### src/tsc_defines.svh
// constants for the tri-speed mac client block
`ifndef TSC_DEFINES_SVH
`define TSC_DEFINES_SVH
// ===================================
// clock, timing and frame sizes
`define TSC_CLK_PERIOD_NS 10
`define TSC_MDC_HALF_NS 200
`define TSC_MDC_HALF_CYC (`TSC_MDC_HALF_NS / `TSC_CLK_PERIOD_NS)
`define TSC_PREREAD_BYTES 8
`define TSC_MDIO_FRAME_BITS 7'h40
`define TSC_MDIO_ADDR_BITS 7'h2E
`define TSC_MDIO_DATA_FIRST 7'h30
// ===================================
// host register offsets
`define TSC_REG_CTRL 4'h0
`define TSC_REG_STATUS 4'h1
`define TSC_REG_MDIO_CTL 4'h2
`define TSC_REG_MDIO_DAT 4'h3
// ===================================
// fields and reset values
`define TSC_CTRL_RESET 16'h000C
`define TSC_CTRL_HALF_BIT 8
`define TSC_MDIO_WR_BIT 13
`define TSC_MDIO_FIN_BIT 14
`define TSC_MDIO_PHY_LSB 8
`define TSC_STS_TX_IDLE_BIT 0
`define TSC_STS_RX_IDLE_BIT 1
`endif

### src/tsc_pkg.sv
// types shared by the tri-speed mac client block
package tsc_pkg;
  // transmit sequencer states
  typedef enum logic [2:0] {
    TX_IDLE = 3'h0,
    TX_PREREAD = 3'h1,
    TX_WAIT_AVAIL = 3'h2,
    TX_SEND = 3'h3,
    TX_IPG = 3'h4
  } tsc_tx_state_t;
endpackage

### src/tsc_skid.sv
// two-entry buffer with valid and ready on both sides
`timescale 1ns/1ps
module tsc_skid #(
  parameter int WIDTH = 11
) (
  // clock and reset
  input wire logic clk_in,
  input wire logic reset_in,
  // filling side
  input wire logic in_valid_in,
  input wire logic [WIDTH-1:0] in_data_in,
  output logic in_ready_out,
  // draining side
  output logic out_valid_out,
  output logic [WIDTH-1:0] out_data_out,
  input wire logic out_ready_in
);
  logic [WIDTH-1:0] tail_reg;
  logic tail_vld_reg;
  logic push;
  logic pop;

  // ready only while the second slot is free
  assign in_ready_out = ~tail_vld_reg;
  assign push = in_valid_in & ~tail_vld_reg;
  assign pop = out_valid_out & out_ready_in;

  // head slot drives the output, tail slot absorbs a stall
  always_ff @(posedge clk_in) begin
    if (reset_in) begin
      out_valid_out <= 1'b0;
      tail_vld_reg <= 1'b0;
      out_data_out <= '0;
      tail_reg <= '0;
    end else begin
      case ({push, pop})
        2'b10: begin
          if (!out_valid_out) begin
            out_valid_out <= 1'b1;
            out_data_out <= in_data_in;
          end else begin
            tail_vld_reg <= 1'b1;
            tail_reg <= in_data_in;
          end
        end
        2'b01: begin
          if (tail_vld_reg) begin
            out_data_out <= tail_reg;
            tail_vld_reg <= 1'b0;
          end else begin
            out_valid_out <= 1'b0;
          end
        end
        2'b11: begin
          out_data_out <= tail_vld_reg ? tail_reg : in_data_in;
          tail_reg <= in_data_in;
        end
        default: begin
          tail_reg <= tail_reg;
        end
      endcase
    end
  end
endmodule

### src/tsc_mac.sv
// tri-speed mac client, line, host and management logic
`timescale 1ns/1ps
`include "tsc_defines.svh"
// ===================================
module tsc_mac
  import tsc_pkg::*;
#(
  parameter int PREREAD_BYTES = `TSC_PREREAD_BYTES,
  parameter int MDC_HALF = `TSC_MDC_HALF_CYC
) (
  // clock, reset, rate enable
  input wire logic CORE_CLK_IN,
  input wire logic RESET_IN,
  input wire logic CLK_EN_IN,
  // transmit fifo client side
  input wire logic [7:0] TX_FIFO_DATA_IN,
  input wire logic TX_FIFO_EMPTY_IN,
  input wire logic TX_FIFO_AVAIL_IN,
  input wire logic TX_FIFO_EOF_IN,
  output logic TX_MAC_READ_OUT,
  output logic TX_DONE_OUT,
  output logic TX_DISCARD_OUT,
  output logic TX_STAT_EN_OUT,
  output logic [15:0] TX_STAT_VEC_OUT,
  // line transmit
  output logic [7:0] TXD_OUT,
  output logic TX_EN_OUT,
  output logic TX_ER_OUT,
  // line receive
  input wire logic [7:0] RXD_IN,
  input wire logic RX_EN_IN,
  input wire logic RX_ER_IN,
  input wire logic COL_IN,
  input wire logic CRS_IN,
  // receive client side
  output logic [7:0] RX_DATA_OUT,
  output logic RX_WRITE_OUT,
  output logic RX_EOF_OUT,
  output logic RX_ERROR_OUT,
  output logic RX_FIFO_ERROR_OUT,
  input wire logic RX_FIFO_FULL_IN,
  // host register port
  input wire logic [3:0] HADDR_IN,
  input wire logic [15:0] HDATA_IN,
  input wire logic HCS_N_IN,
  input wire logic HWRITE_N_IN,
  input wire logic HREAD_N_IN,
  output logic [15:0] HDATA_OUT,
  output logic HREADY_N_OUT,
  output logic HDATAOUT_EN_N_OUT,
  // management port
  output logic MDC_OUT,
  output logic MDO_OUT,
  output logic MDIO_EN_OUT,
  input wire logic MDI_IN
);
  localparam int TOP = PREREAD_BYTES - 1;
  tsc_tx_state_t tx_state_reg;
  logic [3:0] pre_cnt_reg;
  logic [3:0] pre_next;
  logic eof_seen_reg;
  logic [7:0] ipg_cnt_reg;
  logic [7:0] line_reg [PREREAD_BYTES];
  logic [TOP:0] line_vld_reg;
  logic [TOP:0] line_eof_reg;
  logic [14:0] byte_cnt_reg;
  logic take, take_eof, tx_abort, line_shift, out_last, defer;
  logic [15:0] ctrl_reg;
  logic crs_s1_reg, crs_s2_reg, col_s1_reg, col_s2_reg;
  logic [7:0] rxd_reg, hold_reg;
  logic rx_en_reg, rx_er_reg, hold_vld_reg, rx_err_reg, ovf_reg;
  logic mid_push, end_push, buf_ready;
  logic [10:0] buf_in;
  logic [10:0] buf_out;
  logic host_busy_reg, wr_req, rd_req;
  logic [7:0] mdc_cnt_reg;
  logic mdc_tick, mdc_fall, mdc_rise;
  logic mdio_busy_reg, mdio_fin_reg, mdio_wr_reg;
  logic [4:0] mdio_phy_reg, mdio_ra_reg;
  logic [15:0] mdio_dat_reg;
  logic [63:0] mdio_sh_reg;
  logic [6:0] mdio_bit_reg;

  // ===================================
  // transmit sequencer
  // fifo shows its head word while not empty, a read pops it
  assign take = TX_MAC_READ_OUT & ~TX_FIFO_EMPTY_IN;
  assign take_eof = take & TX_FIFO_EOF_IN;
  assign pre_next = pre_cnt_reg + {3'h0, take};
  assign tx_abort = (tx_state_reg == TX_SEND) & ~eof_seen_reg &
                    TX_FIFO_EMPTY_IN;
  assign line_shift = (tx_state_reg == TX_SEND) |
                      ((tx_state_reg == TX_PREREAD) & take);
  assign out_last = (tx_state_reg == TX_SEND) & line_vld_reg[TOP] &
                    line_eof_reg[TOP];
  assign defer = ctrl_reg[`TSC_CTRL_HALF_BIT] & (crs_s2_reg | col_s2_reg);

  // state moves only on enabled cycles
  always_ff @(posedge CORE_CLK_IN) begin
    if (RESET_IN) begin
      tx_state_reg <= TX_IDLE;
      TX_MAC_READ_OUT <= 1'b0;
      pre_cnt_reg <= 4'h0;
      eof_seen_reg <= 1'b0;
      ipg_cnt_reg <= 8'h00;
    end else if (CLK_EN_IN) begin
      case (tx_state_reg)
        TX_IDLE: begin
          if (!TX_FIFO_EMPTY_IN && !defer) begin
            tx_state_reg <= TX_PREREAD;
            TX_MAC_READ_OUT <= 1'b1;
            pre_cnt_reg <= 4'h0;
            eof_seen_reg <= 1'b0;
          end
        end
        TX_PREREAD: begin
          pre_cnt_reg <= pre_next;
          if (take_eof || pre_next == 4'(PREREAD_BYTES)) begin
            eof_seen_reg <= take_eof;
            if (TX_FIFO_AVAIL_IN) begin
              tx_state_reg <= TX_SEND;
              TX_MAC_READ_OUT <= ~take_eof;
            end else begin
              tx_state_reg <= TX_WAIT_AVAIL;
              TX_MAC_READ_OUT <= 1'b0;
            end
          end else begin
            TX_MAC_READ_OUT <= ~TX_FIFO_EMPTY_IN;
          end
        end
        TX_WAIT_AVAIL: begin
          if (TX_FIFO_AVAIL_IN) begin
            tx_state_reg <= TX_SEND;
            TX_MAC_READ_OUT <= ~eof_seen_reg;
          end
        end
        TX_SEND: begin
          if (tx_abort) begin
            tx_state_reg <= TX_IPG;
            TX_MAC_READ_OUT <= 1'b0;
            ipg_cnt_reg <= 8'h00;
          end else begin
            if (take_eof) begin
              eof_seen_reg <= 1'b1;
              TX_MAC_READ_OUT <= 1'b0;
            end
            if (out_last) begin
              tx_state_reg <= TX_IPG;
              ipg_cnt_reg <= 8'h00;
            end
          end
        end
        TX_IPG: begin
          if (ipg_cnt_reg >= ctrl_reg[7:0]) begin
            if (TX_FIFO_AVAIL_IN && !TX_FIFO_EMPTY_IN && !defer) begin
              tx_state_reg <= TX_PREREAD;
              TX_MAC_READ_OUT <= 1'b1;
              pre_cnt_reg <= 4'h0;
              eof_seen_reg <= 1'b0;
            end else begin
              tx_state_reg <= TX_IDLE;
            end
          end else begin
            ipg_cnt_reg <= ipg_cnt_reg + 8'h01;
          end
        end
        default: tx_state_reg <= TX_IDLE;
      endcase
    end
  end

  // pre-read line: bytes enter at 0, leave at the top
  always_ff @(posedge CORE_CLK_IN) begin
    if (RESET_IN) begin
      line_vld_reg <= '0;
      line_eof_reg <= '0;
    end else if (CLK_EN_IN) begin
      if (tx_abort) begin
        line_vld_reg <= '0;
      end else if (line_shift) begin
        line_vld_reg <= {line_vld_reg[TOP-1:0], take};
        line_eof_reg <= {line_eof_reg[TOP-1:0], take_eof};
      end
    end
  end

  // line byte storage needs no reset
  always_ff @(posedge CORE_CLK_IN) begin
    if (CLK_EN_IN && line_shift) begin
      for (int i = TOP; i > 0; i--) begin
        line_reg[i] <= line_reg[i-1];
      end
      line_reg[0] <= TX_FIFO_DATA_IN;
    end
  end

  // line outputs, completion and statistics
  always_ff @(posedge CORE_CLK_IN) begin
    if (RESET_IN) begin
      TXD_OUT <= 8'h00;
      TX_EN_OUT <= 1'b0;
      TX_ER_OUT <= 1'b0;
      TX_DONE_OUT <= 1'b0;
      TX_DISCARD_OUT <= 1'b0;
      TX_STAT_EN_OUT <= 1'b0;
      TX_STAT_VEC_OUT <= 16'h0000;
      byte_cnt_reg <= 15'h0000;
    end else if (CLK_EN_IN) begin
      // idle line shows zero, never the unreset byte storage
      TXD_OUT <= (tx_state_reg == TX_SEND && line_vld_reg[TOP]) ?
                 line_reg[TOP] : 8'h00;
      TX_EN_OUT <= ((tx_state_reg == TX_SEND) & line_vld_reg[TOP]) |
                   tx_abort;
      TX_ER_OUT <= tx_abort;
      TX_DISCARD_OUT <= tx_abort;
      TX_DONE_OUT <= out_last;
      TX_STAT_EN_OUT <= out_last | tx_abort;
      if (out_last || tx_abort) begin
        TX_STAT_VEC_OUT <= {tx_abort, byte_cnt_reg + {14'h0000, out_last}};
        byte_cnt_reg <= 15'h0000;
      end else if (tx_state_reg == TX_SEND && line_vld_reg[TOP]) begin
        byte_cnt_reg <= byte_cnt_reg + 15'h0001;
      end
    end
  end

  // ===================================
  // receive path
  // carrier and collision pass a two-stage synchroniser
  always_ff @(posedge CORE_CLK_IN) begin
    if (RESET_IN) begin
      {crs_s1_reg, crs_s2_reg, col_s1_reg, col_s2_reg} <= 4'h0;
    end else begin
      crs_s1_reg <= CRS_IN;
      crs_s2_reg <= crs_s1_reg;
      col_s1_reg <= COL_IN;
      col_s2_reg <= col_s1_reg;
    end
  end

  // line sampling on the rising edge
  always_ff @(posedge CORE_CLK_IN) begin
    if (RESET_IN) begin
      rxd_reg <= 8'h00;
      rx_en_reg <= 1'b0;
      rx_er_reg <= 1'b0;
    end else begin
      rxd_reg <= RXD_IN;
      rx_en_reg <= RX_EN_IN;
      rx_er_reg <= RX_ER_IN;
    end
  end

  // one byte held back so the last byte can carry end-of-frame
  assign mid_push = rx_en_reg & hold_vld_reg & ~ovf_reg;
  assign end_push = ~rx_en_reg & hold_vld_reg;
  assign buf_in = {end_push & ovf_reg, end_push & rx_err_reg, end_push,
                   hold_reg};

  // frame accumulation, error and overflow tracking
  always_ff @(posedge CORE_CLK_IN) begin
    if (RESET_IN) begin
      hold_reg <= 8'h00;
      hold_vld_reg <= 1'b0;
      rx_err_reg <= 1'b0;
      ovf_reg <= 1'b0;
    end else if (rx_en_reg) begin
      hold_reg <= rxd_reg;
      hold_vld_reg <= 1'b1;
      if (rx_er_reg) rx_err_reg <= 1'b1;
      if (mid_push && !buf_ready) ovf_reg <= 1'b1;
    end else if (end_push && buf_ready) begin
      hold_vld_reg <= 1'b0;
      rx_err_reg <= 1'b0;
      ovf_reg <= 1'b0;
    end
  end

  // receive words cross a two-entry buffer toward the client
  tsc_skid #(.WIDTH(11)) u_rx_buf (
    .clk_in(CORE_CLK_IN),
    .reset_in(RESET_IN),
    .in_valid_in(mid_push | end_push),
    .in_data_in(buf_in),
    .in_ready_out(buf_ready),
    .out_valid_out(RX_WRITE_OUT),
    .out_data_out(buf_out),
    .out_ready_in(~RX_FIFO_FULL_IN)
  );
  assign RX_DATA_OUT = buf_out[7:0];
  assign RX_EOF_OUT = buf_out[8];
  assign RX_ERROR_OUT = buf_out[9];
  assign RX_FIFO_ERROR_OUT = buf_out[10];

  // ===================================
  // host register port
  assign wr_req = ~HCS_N_IN & ~HWRITE_N_IN & ~host_busy_reg;
  assign rd_req = ~HCS_N_IN & ~HREAD_N_IN & ~host_busy_reg;

  // register read decode
  function automatic logic [15:0] host_read(input logic [3:0] addr);
    logic [15:0] v;
    v = 16'h0000;
    if (addr == `TSC_REG_CTRL) begin
      v = ctrl_reg;
    end else if (addr == `TSC_REG_STATUS) begin
      v[`TSC_STS_TX_IDLE_BIT] = (tx_state_reg == TX_IDLE);
      v[`TSC_STS_RX_IDLE_BIT] = ~rx_en_reg & ~hold_vld_reg;
    end else if (addr == `TSC_REG_MDIO_CTL) begin
      v = {1'b0, mdio_fin_reg, mdio_wr_reg, mdio_phy_reg, 3'h0, mdio_ra_reg};
    end else if (addr == `TSC_REG_MDIO_DAT) begin
      v = mdio_dat_reg;
    end
    return v;
  endfunction

  // one ready pulse per access, rearmed when the strobes release
  always_ff @(posedge CORE_CLK_IN) begin
    if (RESET_IN) begin
      host_busy_reg <= 1'b0;
      HREADY_N_OUT <= 1'b1;
      HDATAOUT_EN_N_OUT <= 1'b1;
      HDATA_OUT <= 16'h0000;
      ctrl_reg <= `TSC_CTRL_RESET;
    end else begin
      HREADY_N_OUT <= 1'b1;
      HDATAOUT_EN_N_OUT <= 1'b1;
      if (HCS_N_IN || (HWRITE_N_IN && HREAD_N_IN)) host_busy_reg <= 1'b0;
      if (wr_req) begin
        host_busy_reg <= 1'b1;
        HREADY_N_OUT <= 1'b0;
        if (HADDR_IN == `TSC_REG_CTRL) ctrl_reg <= HDATA_IN;
      end else if (rd_req) begin
        host_busy_reg <= 1'b1;
        HREADY_N_OUT <= 1'b0;
        HDATAOUT_EN_N_OUT <= 1'b0;
        HDATA_OUT <= host_read(HADDR_IN);
      end
    end
  end

  // ===================================
  // management serial port
  assign mdc_tick = mdc_cnt_reg == 8'(MDC_HALF - 1);
  assign mdc_fall = mdc_tick & MDC_OUT;
  assign mdc_rise = mdc_tick & ~MDC_OUT;

  // management clock divider
  always_ff @(posedge CORE_CLK_IN) begin
    if (RESET_IN) begin
      mdc_cnt_reg <= 8'h00;
      MDC_OUT <= 1'b0;
    end else if (mdc_tick) begin
      mdc_cnt_reg <= 8'h00;
      MDC_OUT <= ~MDC_OUT;
    end else begin
      mdc_cnt_reg <= mdc_cnt_reg + 8'h01;
    end
  end

  // frame shifter; writes to the port are ignored while busy
  always_ff @(posedge CORE_CLK_IN) begin
    if (RESET_IN) begin
      mdio_busy_reg <= 1'b0;
      mdio_fin_reg <= 1'b0;
      mdio_wr_reg <= 1'b0;
      mdio_phy_reg <= 5'h00;
      mdio_ra_reg <= 5'h00;
      mdio_dat_reg <= 16'h0000;
      mdio_sh_reg <= 64'h0;
      mdio_bit_reg <= 7'h00;
      MDO_OUT <= 1'b0;
      MDIO_EN_OUT <= 1'b0;
    end else if (wr_req && !mdio_busy_reg &&
                 HADDR_IN == `TSC_REG_MDIO_DAT) begin
      mdio_dat_reg <= HDATA_IN;
    end else if (wr_req && !mdio_busy_reg &&
                 HADDR_IN == `TSC_REG_MDIO_CTL) begin
      mdio_wr_reg <= HDATA_IN[`TSC_MDIO_WR_BIT];
      mdio_phy_reg <= HDATA_IN[`TSC_MDIO_PHY_LSB +: 5];
      mdio_ra_reg <= HDATA_IN[4:0];
      mdio_busy_reg <= 1'b1;
      mdio_fin_reg <= 1'b0;
      mdio_bit_reg <= 7'h00;
      mdio_sh_reg <= {32'hFFFF_FFFF, 2'h1,
                      HDATA_IN[`TSC_MDIO_WR_BIT] ? 2'h1 : 2'h2,
                      HDATA_IN[`TSC_MDIO_PHY_LSB +: 5], HDATA_IN[4:0],
                      HDATA_IN[`TSC_MDIO_WR_BIT] ? {2'h2, mdio_dat_reg}
                                                 : 18'h00000};
    end else if (mdio_busy_reg && mdc_fall) begin
      if (mdio_bit_reg == `TSC_MDIO_FRAME_BITS) begin
        mdio_busy_reg <= 1'b0;
        mdio_fin_reg <= 1'b1;
        MDIO_EN_OUT <= 1'b0;
      end else begin
        MDO_OUT <= mdio_sh_reg[63];
        mdio_sh_reg <= {mdio_sh_reg[62:0], 1'b0};
        MDIO_EN_OUT <= mdio_wr_reg |
                       (mdio_bit_reg < `TSC_MDIO_ADDR_BITS);
        mdio_bit_reg <= mdio_bit_reg + 7'h01;
      end
    end else if (mdio_busy_reg && mdc_rise && !mdio_wr_reg &&
                 mdio_bit_reg > `TSC_MDIO_DATA_FIRST) begin
      mdio_dat_reg <= {mdio_dat_reg[14:0], MDI_IN};
    end
  end
endmodule

### config.mk
export PLATFORM = sky130hd
export DESIGN_NAME = tsc_mac
export DESIGN_NICKNAME = d
export VERILOG_FILES = /design/src/tsc_pkg.sv /design/src/tsc_skid.sv /design/src/tsc_mac.sv
export VERILOG_INCLUDE_DIRS = /design/src /design/src/src
export SDC_FILE = /design/constraint.sdc
export NUM_CORES = 1
export LEC_CHECK = 0
export BUFFER_PORTS_ARGS = -buffer_cell sky130_fd_sc_hd__buf_2
export CORE_UTILIZATION = 51
export DETAILED_ROUTE_END_ITERATION = 8
export PLACE_DENSITY = 0.78
export SKIP_CTS_REPAIR_TIMING = 1
export SYNTH_ARGS = -nofsm -noshare
export SYNTH_HDL_FRONTEND = slang
export SYNTH_SLANG_ARGS = --single-unit
### constraint.sdc
create_clock -name CORE_CLK_IN -period 3.1 [get_ports CORE_CLK_IN]
set_clock_uncertainty 0.2 [all_clocks]
set_input_delay 0.31 -clock CORE_CLK_IN [delete_from_list [all_inputs] [get_ports CORE_CLK_IN]]
set_output_delay 0.31 -clock CORE_CLK_IN [all_outputs]
set_load 0.005 [all_outputs]
==> impl_results.md <==
* Reg area at roughly 7300 um^2
* Antenna diodes at 0
* Max clock buf depth at 3
* Drt pass-1 iters at 5
* Area grow syn2layout at 18.8%
* Initial antenna violation count at 0
* Slew HR at 0.233
* Placeable core area at 25,300 um^2
* M1 GR Usage at 0.272
* Fin crit period at approximately 2.8 ns
* Vias in the first global route at around 9,300
* Status: finished with violations
* FP Rows at 58
* Root buffer cell: clkbuf_16
* Max-cap violations at 0
* Final hold vios at 1
* Slew at the pin closest to its max-slew limit at ~1.1 ns
* Die W at about 160 um
* Clk sink count at ~340
* DR vias at approximately 10,000
* Power Density at slightly below 600 nW/um^2
* Post-route ant nets at 0
* Top-Level Pins at 114
* Clk slew on worst S/H paths at approximately 0.060 ns
* R2r setup slk at between 0.2 and 0.3 ns
* Total track usage at 0.207
* Mapped Cells at roughly 1,400
* Met3 Use GR at 0.0334
* Failing checks: negative hold slack
* Synth warn at 0
* Fmax achieved at 352 MHz
* WS Path Type: flip-flop to flip-flop
* Post-synth EDFFs at 64
* CP Cell Sequence: nor2b_1 > ha_1 > ha_1 > or4_4 > a2111o_1 > or3_1 > a31oi_1
* WHS Path Cells at 3
* First-pass GRT wire length at 45,100 um
* Layout fillers at approximately 2,000
* Final setup viols at 0
* Reg2reg start: TX_MAC_READ_OUT$_SDFFE_PP0P_
* Post-Syn Area at roughly 13,000 um^2
* CP peak stage delay at between 0.5 and 0.6 ns
* Hold Slack at -0.0122 ns
* Worst path arrival time at slightly above 3 ns
* WHS Endpoint: mdio_dat_reg[0]$_SDFFE_PP0P_
* Syn nets at around 1,400
* DIE AREA at approximately 26,000 um^2
* Multi-input gate area at 5410 um^2
* Final layout net count at 1,557
* Critical Path RT at approximately 3.3 ns
* Syn Area/Cell at 9.67 um^2
* Initial core utilization at 0.522
* Maximum vdd drop at about 0.0005 V
* Layout cell share with drive strength beyond 1 at 0.161
* CTS Buf Count at 35
* M2 GR Usage at 0.342
* Hold Crit Start: MDI_IN
* Synthesized flop and latch total at approximately 340
* I/O Buffers at between 100 and 150
* CP Max Fanout at 5
* Pin count of the biggest net entering global routing at 99
* 1st-iter DRT viols at approximately 910
* Global route total overflow at 0
* Half-perimeter wire length after placement at around 18,000 um
* Final RePlAce weighted congestion at 0.890
* Worst R2R End: tx_state_reg[1]$_SDFFE_PP0P_
* # H-tree levels at 2
* Worst Setup End Kind: flip-flop
* Crit path launch type: flip-flop
* Final wirelength at approximately 28,000 um
* Most Crowded Layer GR: met2
* Crit path max-delay cell type: or4_4
* Sequential share of the synthesized area at 0.557
* CTS tree: built
* Hold crit path type: input pin to flip-flop
* DR vias/cell at 5.55
* Leak pwr at 5.64 nW
* Cell variety after synth at between 60 and 70
* RSZ-0062 raised after global routing: false
* Post-DR wirelength/cell at around 15 um
* Clock Latency Late Sink at 0.51 ns
* Post-synth top flop: dfxtp_1
* Final Max Tran Viols at 0
* Die Ht at ~160 um
* Setup TNS at 0 ns
* Design Power at about 0.0092 W
* R2R cell count at 7
* Post-route DRC at 0
* Post-synthesis async set-or-reset flop share at 0
* Worst path most repeated cell: ha_1
* Period utilization at 0.916
metal layers:
layer | wire length [um] | part of all wire
met1 | 12500 | 0.44
met2 | 13600 | 0.48
met3 | 1380 | 0.049
met4 | 720 | 0.025
met5 | 0 | 0
report_power, final:
part	total [W]	switching, W	internal, W
logic	0.000434	0.000261	0.000174
registers	0.00454	0.0000412	0.00450
clock network	0.00426	0.00165	0.00262
total	0.00924	0.00195	0.00729
worst max path at each step:
stage	to	slack (ns)	start	cells past startpoint
final	tx_state_reg[1]$_SDFFE_PP0P_	0.26	TX_MAC_READ_OUT$_SDFFE_PP0P_	7
after global routing	tx_state_reg[1]$_SDFFE_PP0P_	0.08	TX_MAC_READ_OUT$_SDFFE_PP0P_	7
after CTS	tx_state_reg[1]$_SDFFE_PP0P_	0.27	TX_MAC_READ_OUT$_SDFFE_PP0P_	7
after detailed placement	tx_state_reg[1]$_SDFFE_PP0P_	0.18	TX_FIFO_EMPTY_IN	8
after global placement	tx_state_reg[1]$_SDFFE_PP0P_	0.23	TX_FIFO_EMPTY_IN	8
after floorplan	line_eof_reg[0]$_SDFFE_PP0P_	0.10	tx_state_reg[1]$_SDFFE_PP0P_	6
worst max-delay path, delay by kind of cell (launching register included):
kind / cells / cell delay (ns)
and+or+nand+nor: 3 / 1.12
AOI/OAI and AO/OA: 2 / 0.67
adders and majority gates: 2 / 0.47
DFF: 1 / 0.34
cells in the mapped netlist, types with 3 or more instances:
library cell,instances,area [um^2]
or2_2,7,43.8
inv_1,19,71.3
buf_2,5,25.0
buf_1,6,22.5
and3_1,10,62.6
xnor2_1,14,123
nand2_1,169,634
nand3_1,28,140
dfxtp_1,271,5430
nor3_1,14,70.1
a311oi_1,26,228
o211ai_1,7,52.6
nor2b_1,21,131
nor2_1,205,769
clkbuf_1,76,285
edfxtp_1,64,1920
o21a_1,4,30.0
or4_1,3,22.5
nand4_1,12,75.1
a211oi_1,29,218
mux2i_1,34,340
or3_1,8,50.1
nand2b_1,11,68.8
o31ai_1,3,22.5
and2_1,3,18.8
and4_1,3,26.3
mux2_2,10,113
nand3b_1,4,30.0
a22oi_1,35,263
xor2_1,26,228
a31oi_1,7,43.8
o22ai_1,33,206
a211oi_2,14,175
o21ai_0,16,80.1
a21oi_1,113,566
ha_1,17,213
placed cells by master (no fill, tap or decap), types with 16 or more instances in the layout:
| master | count |
|---|---|
| a211oi_1 | 29 |
| a21oi_1 | 112 |
| a22oi_1 | 35 |
| a311oi_1 | 26 |
| buf_2 | 112 |
| buf_4 | 25 |
| clkbuf_16 | 39 |
| dfxtp_1 | 271 |
| dlygate4sd3_1 | 38 |
| edfxtp_1 | 64 |
| ha_1 | 17 |
| inv_1 | 18 |
| mux2i_1 | 34 |
| nand2_1 | 169 |
| nand3_1 | 27 |
| nor2_1 | 205 |
| nor2b_1 | 20 |
| o21ai_0 | 16 |
| o22ai_1 | 33 |
| xor2_1 | 26 |
layout make-up:
class                      instances  share of cell area
sequential                       335               0.469
multi-input combinational        918               0.345
timing repair buffer             180              0.0779
clock buffer                      53              0.0701
tap                              330              0.0264
clock inverter                    10             0.00655
inverter                          19             0.00479
cells by family (layout without fill, tap and decap cells):
family / after synthesis / count (layout) / synth area share
adder cells (fa/ha/maj): 17 / 17 / 0.0161
buffers and inverters: 110 / 262 / 0.0335
AND/OR/NAND/NOR: 511 / 511 / 0.172
XOR/XNOR: 40 / 40 / 0.0266
flip-flops: 335 / 335 / 0.557
AO/OA/AOI/OAI: 304 / 304 / 0.157
multiplexers: 46 / 46 / 0.0378
metrics by stage:
step / util / setup slack (ns) / area [um^2] / std cells
after floorplan: - / 0.104 / 13200 / 1363
after global placement: 0.558 / 0.229 / 14100 / 1744
after detailed placement: 0.558 / 0.181 / 14100 / 1744
after CTS: 0.605 / 0.268 / 15300 / 1807
after global routing: 0.620 / 0.0776 / 15700 / 1845
final: 0.620 / 0.260 / 15700 / 1845
Note: power is estimated with default switching activity, not from simulation.
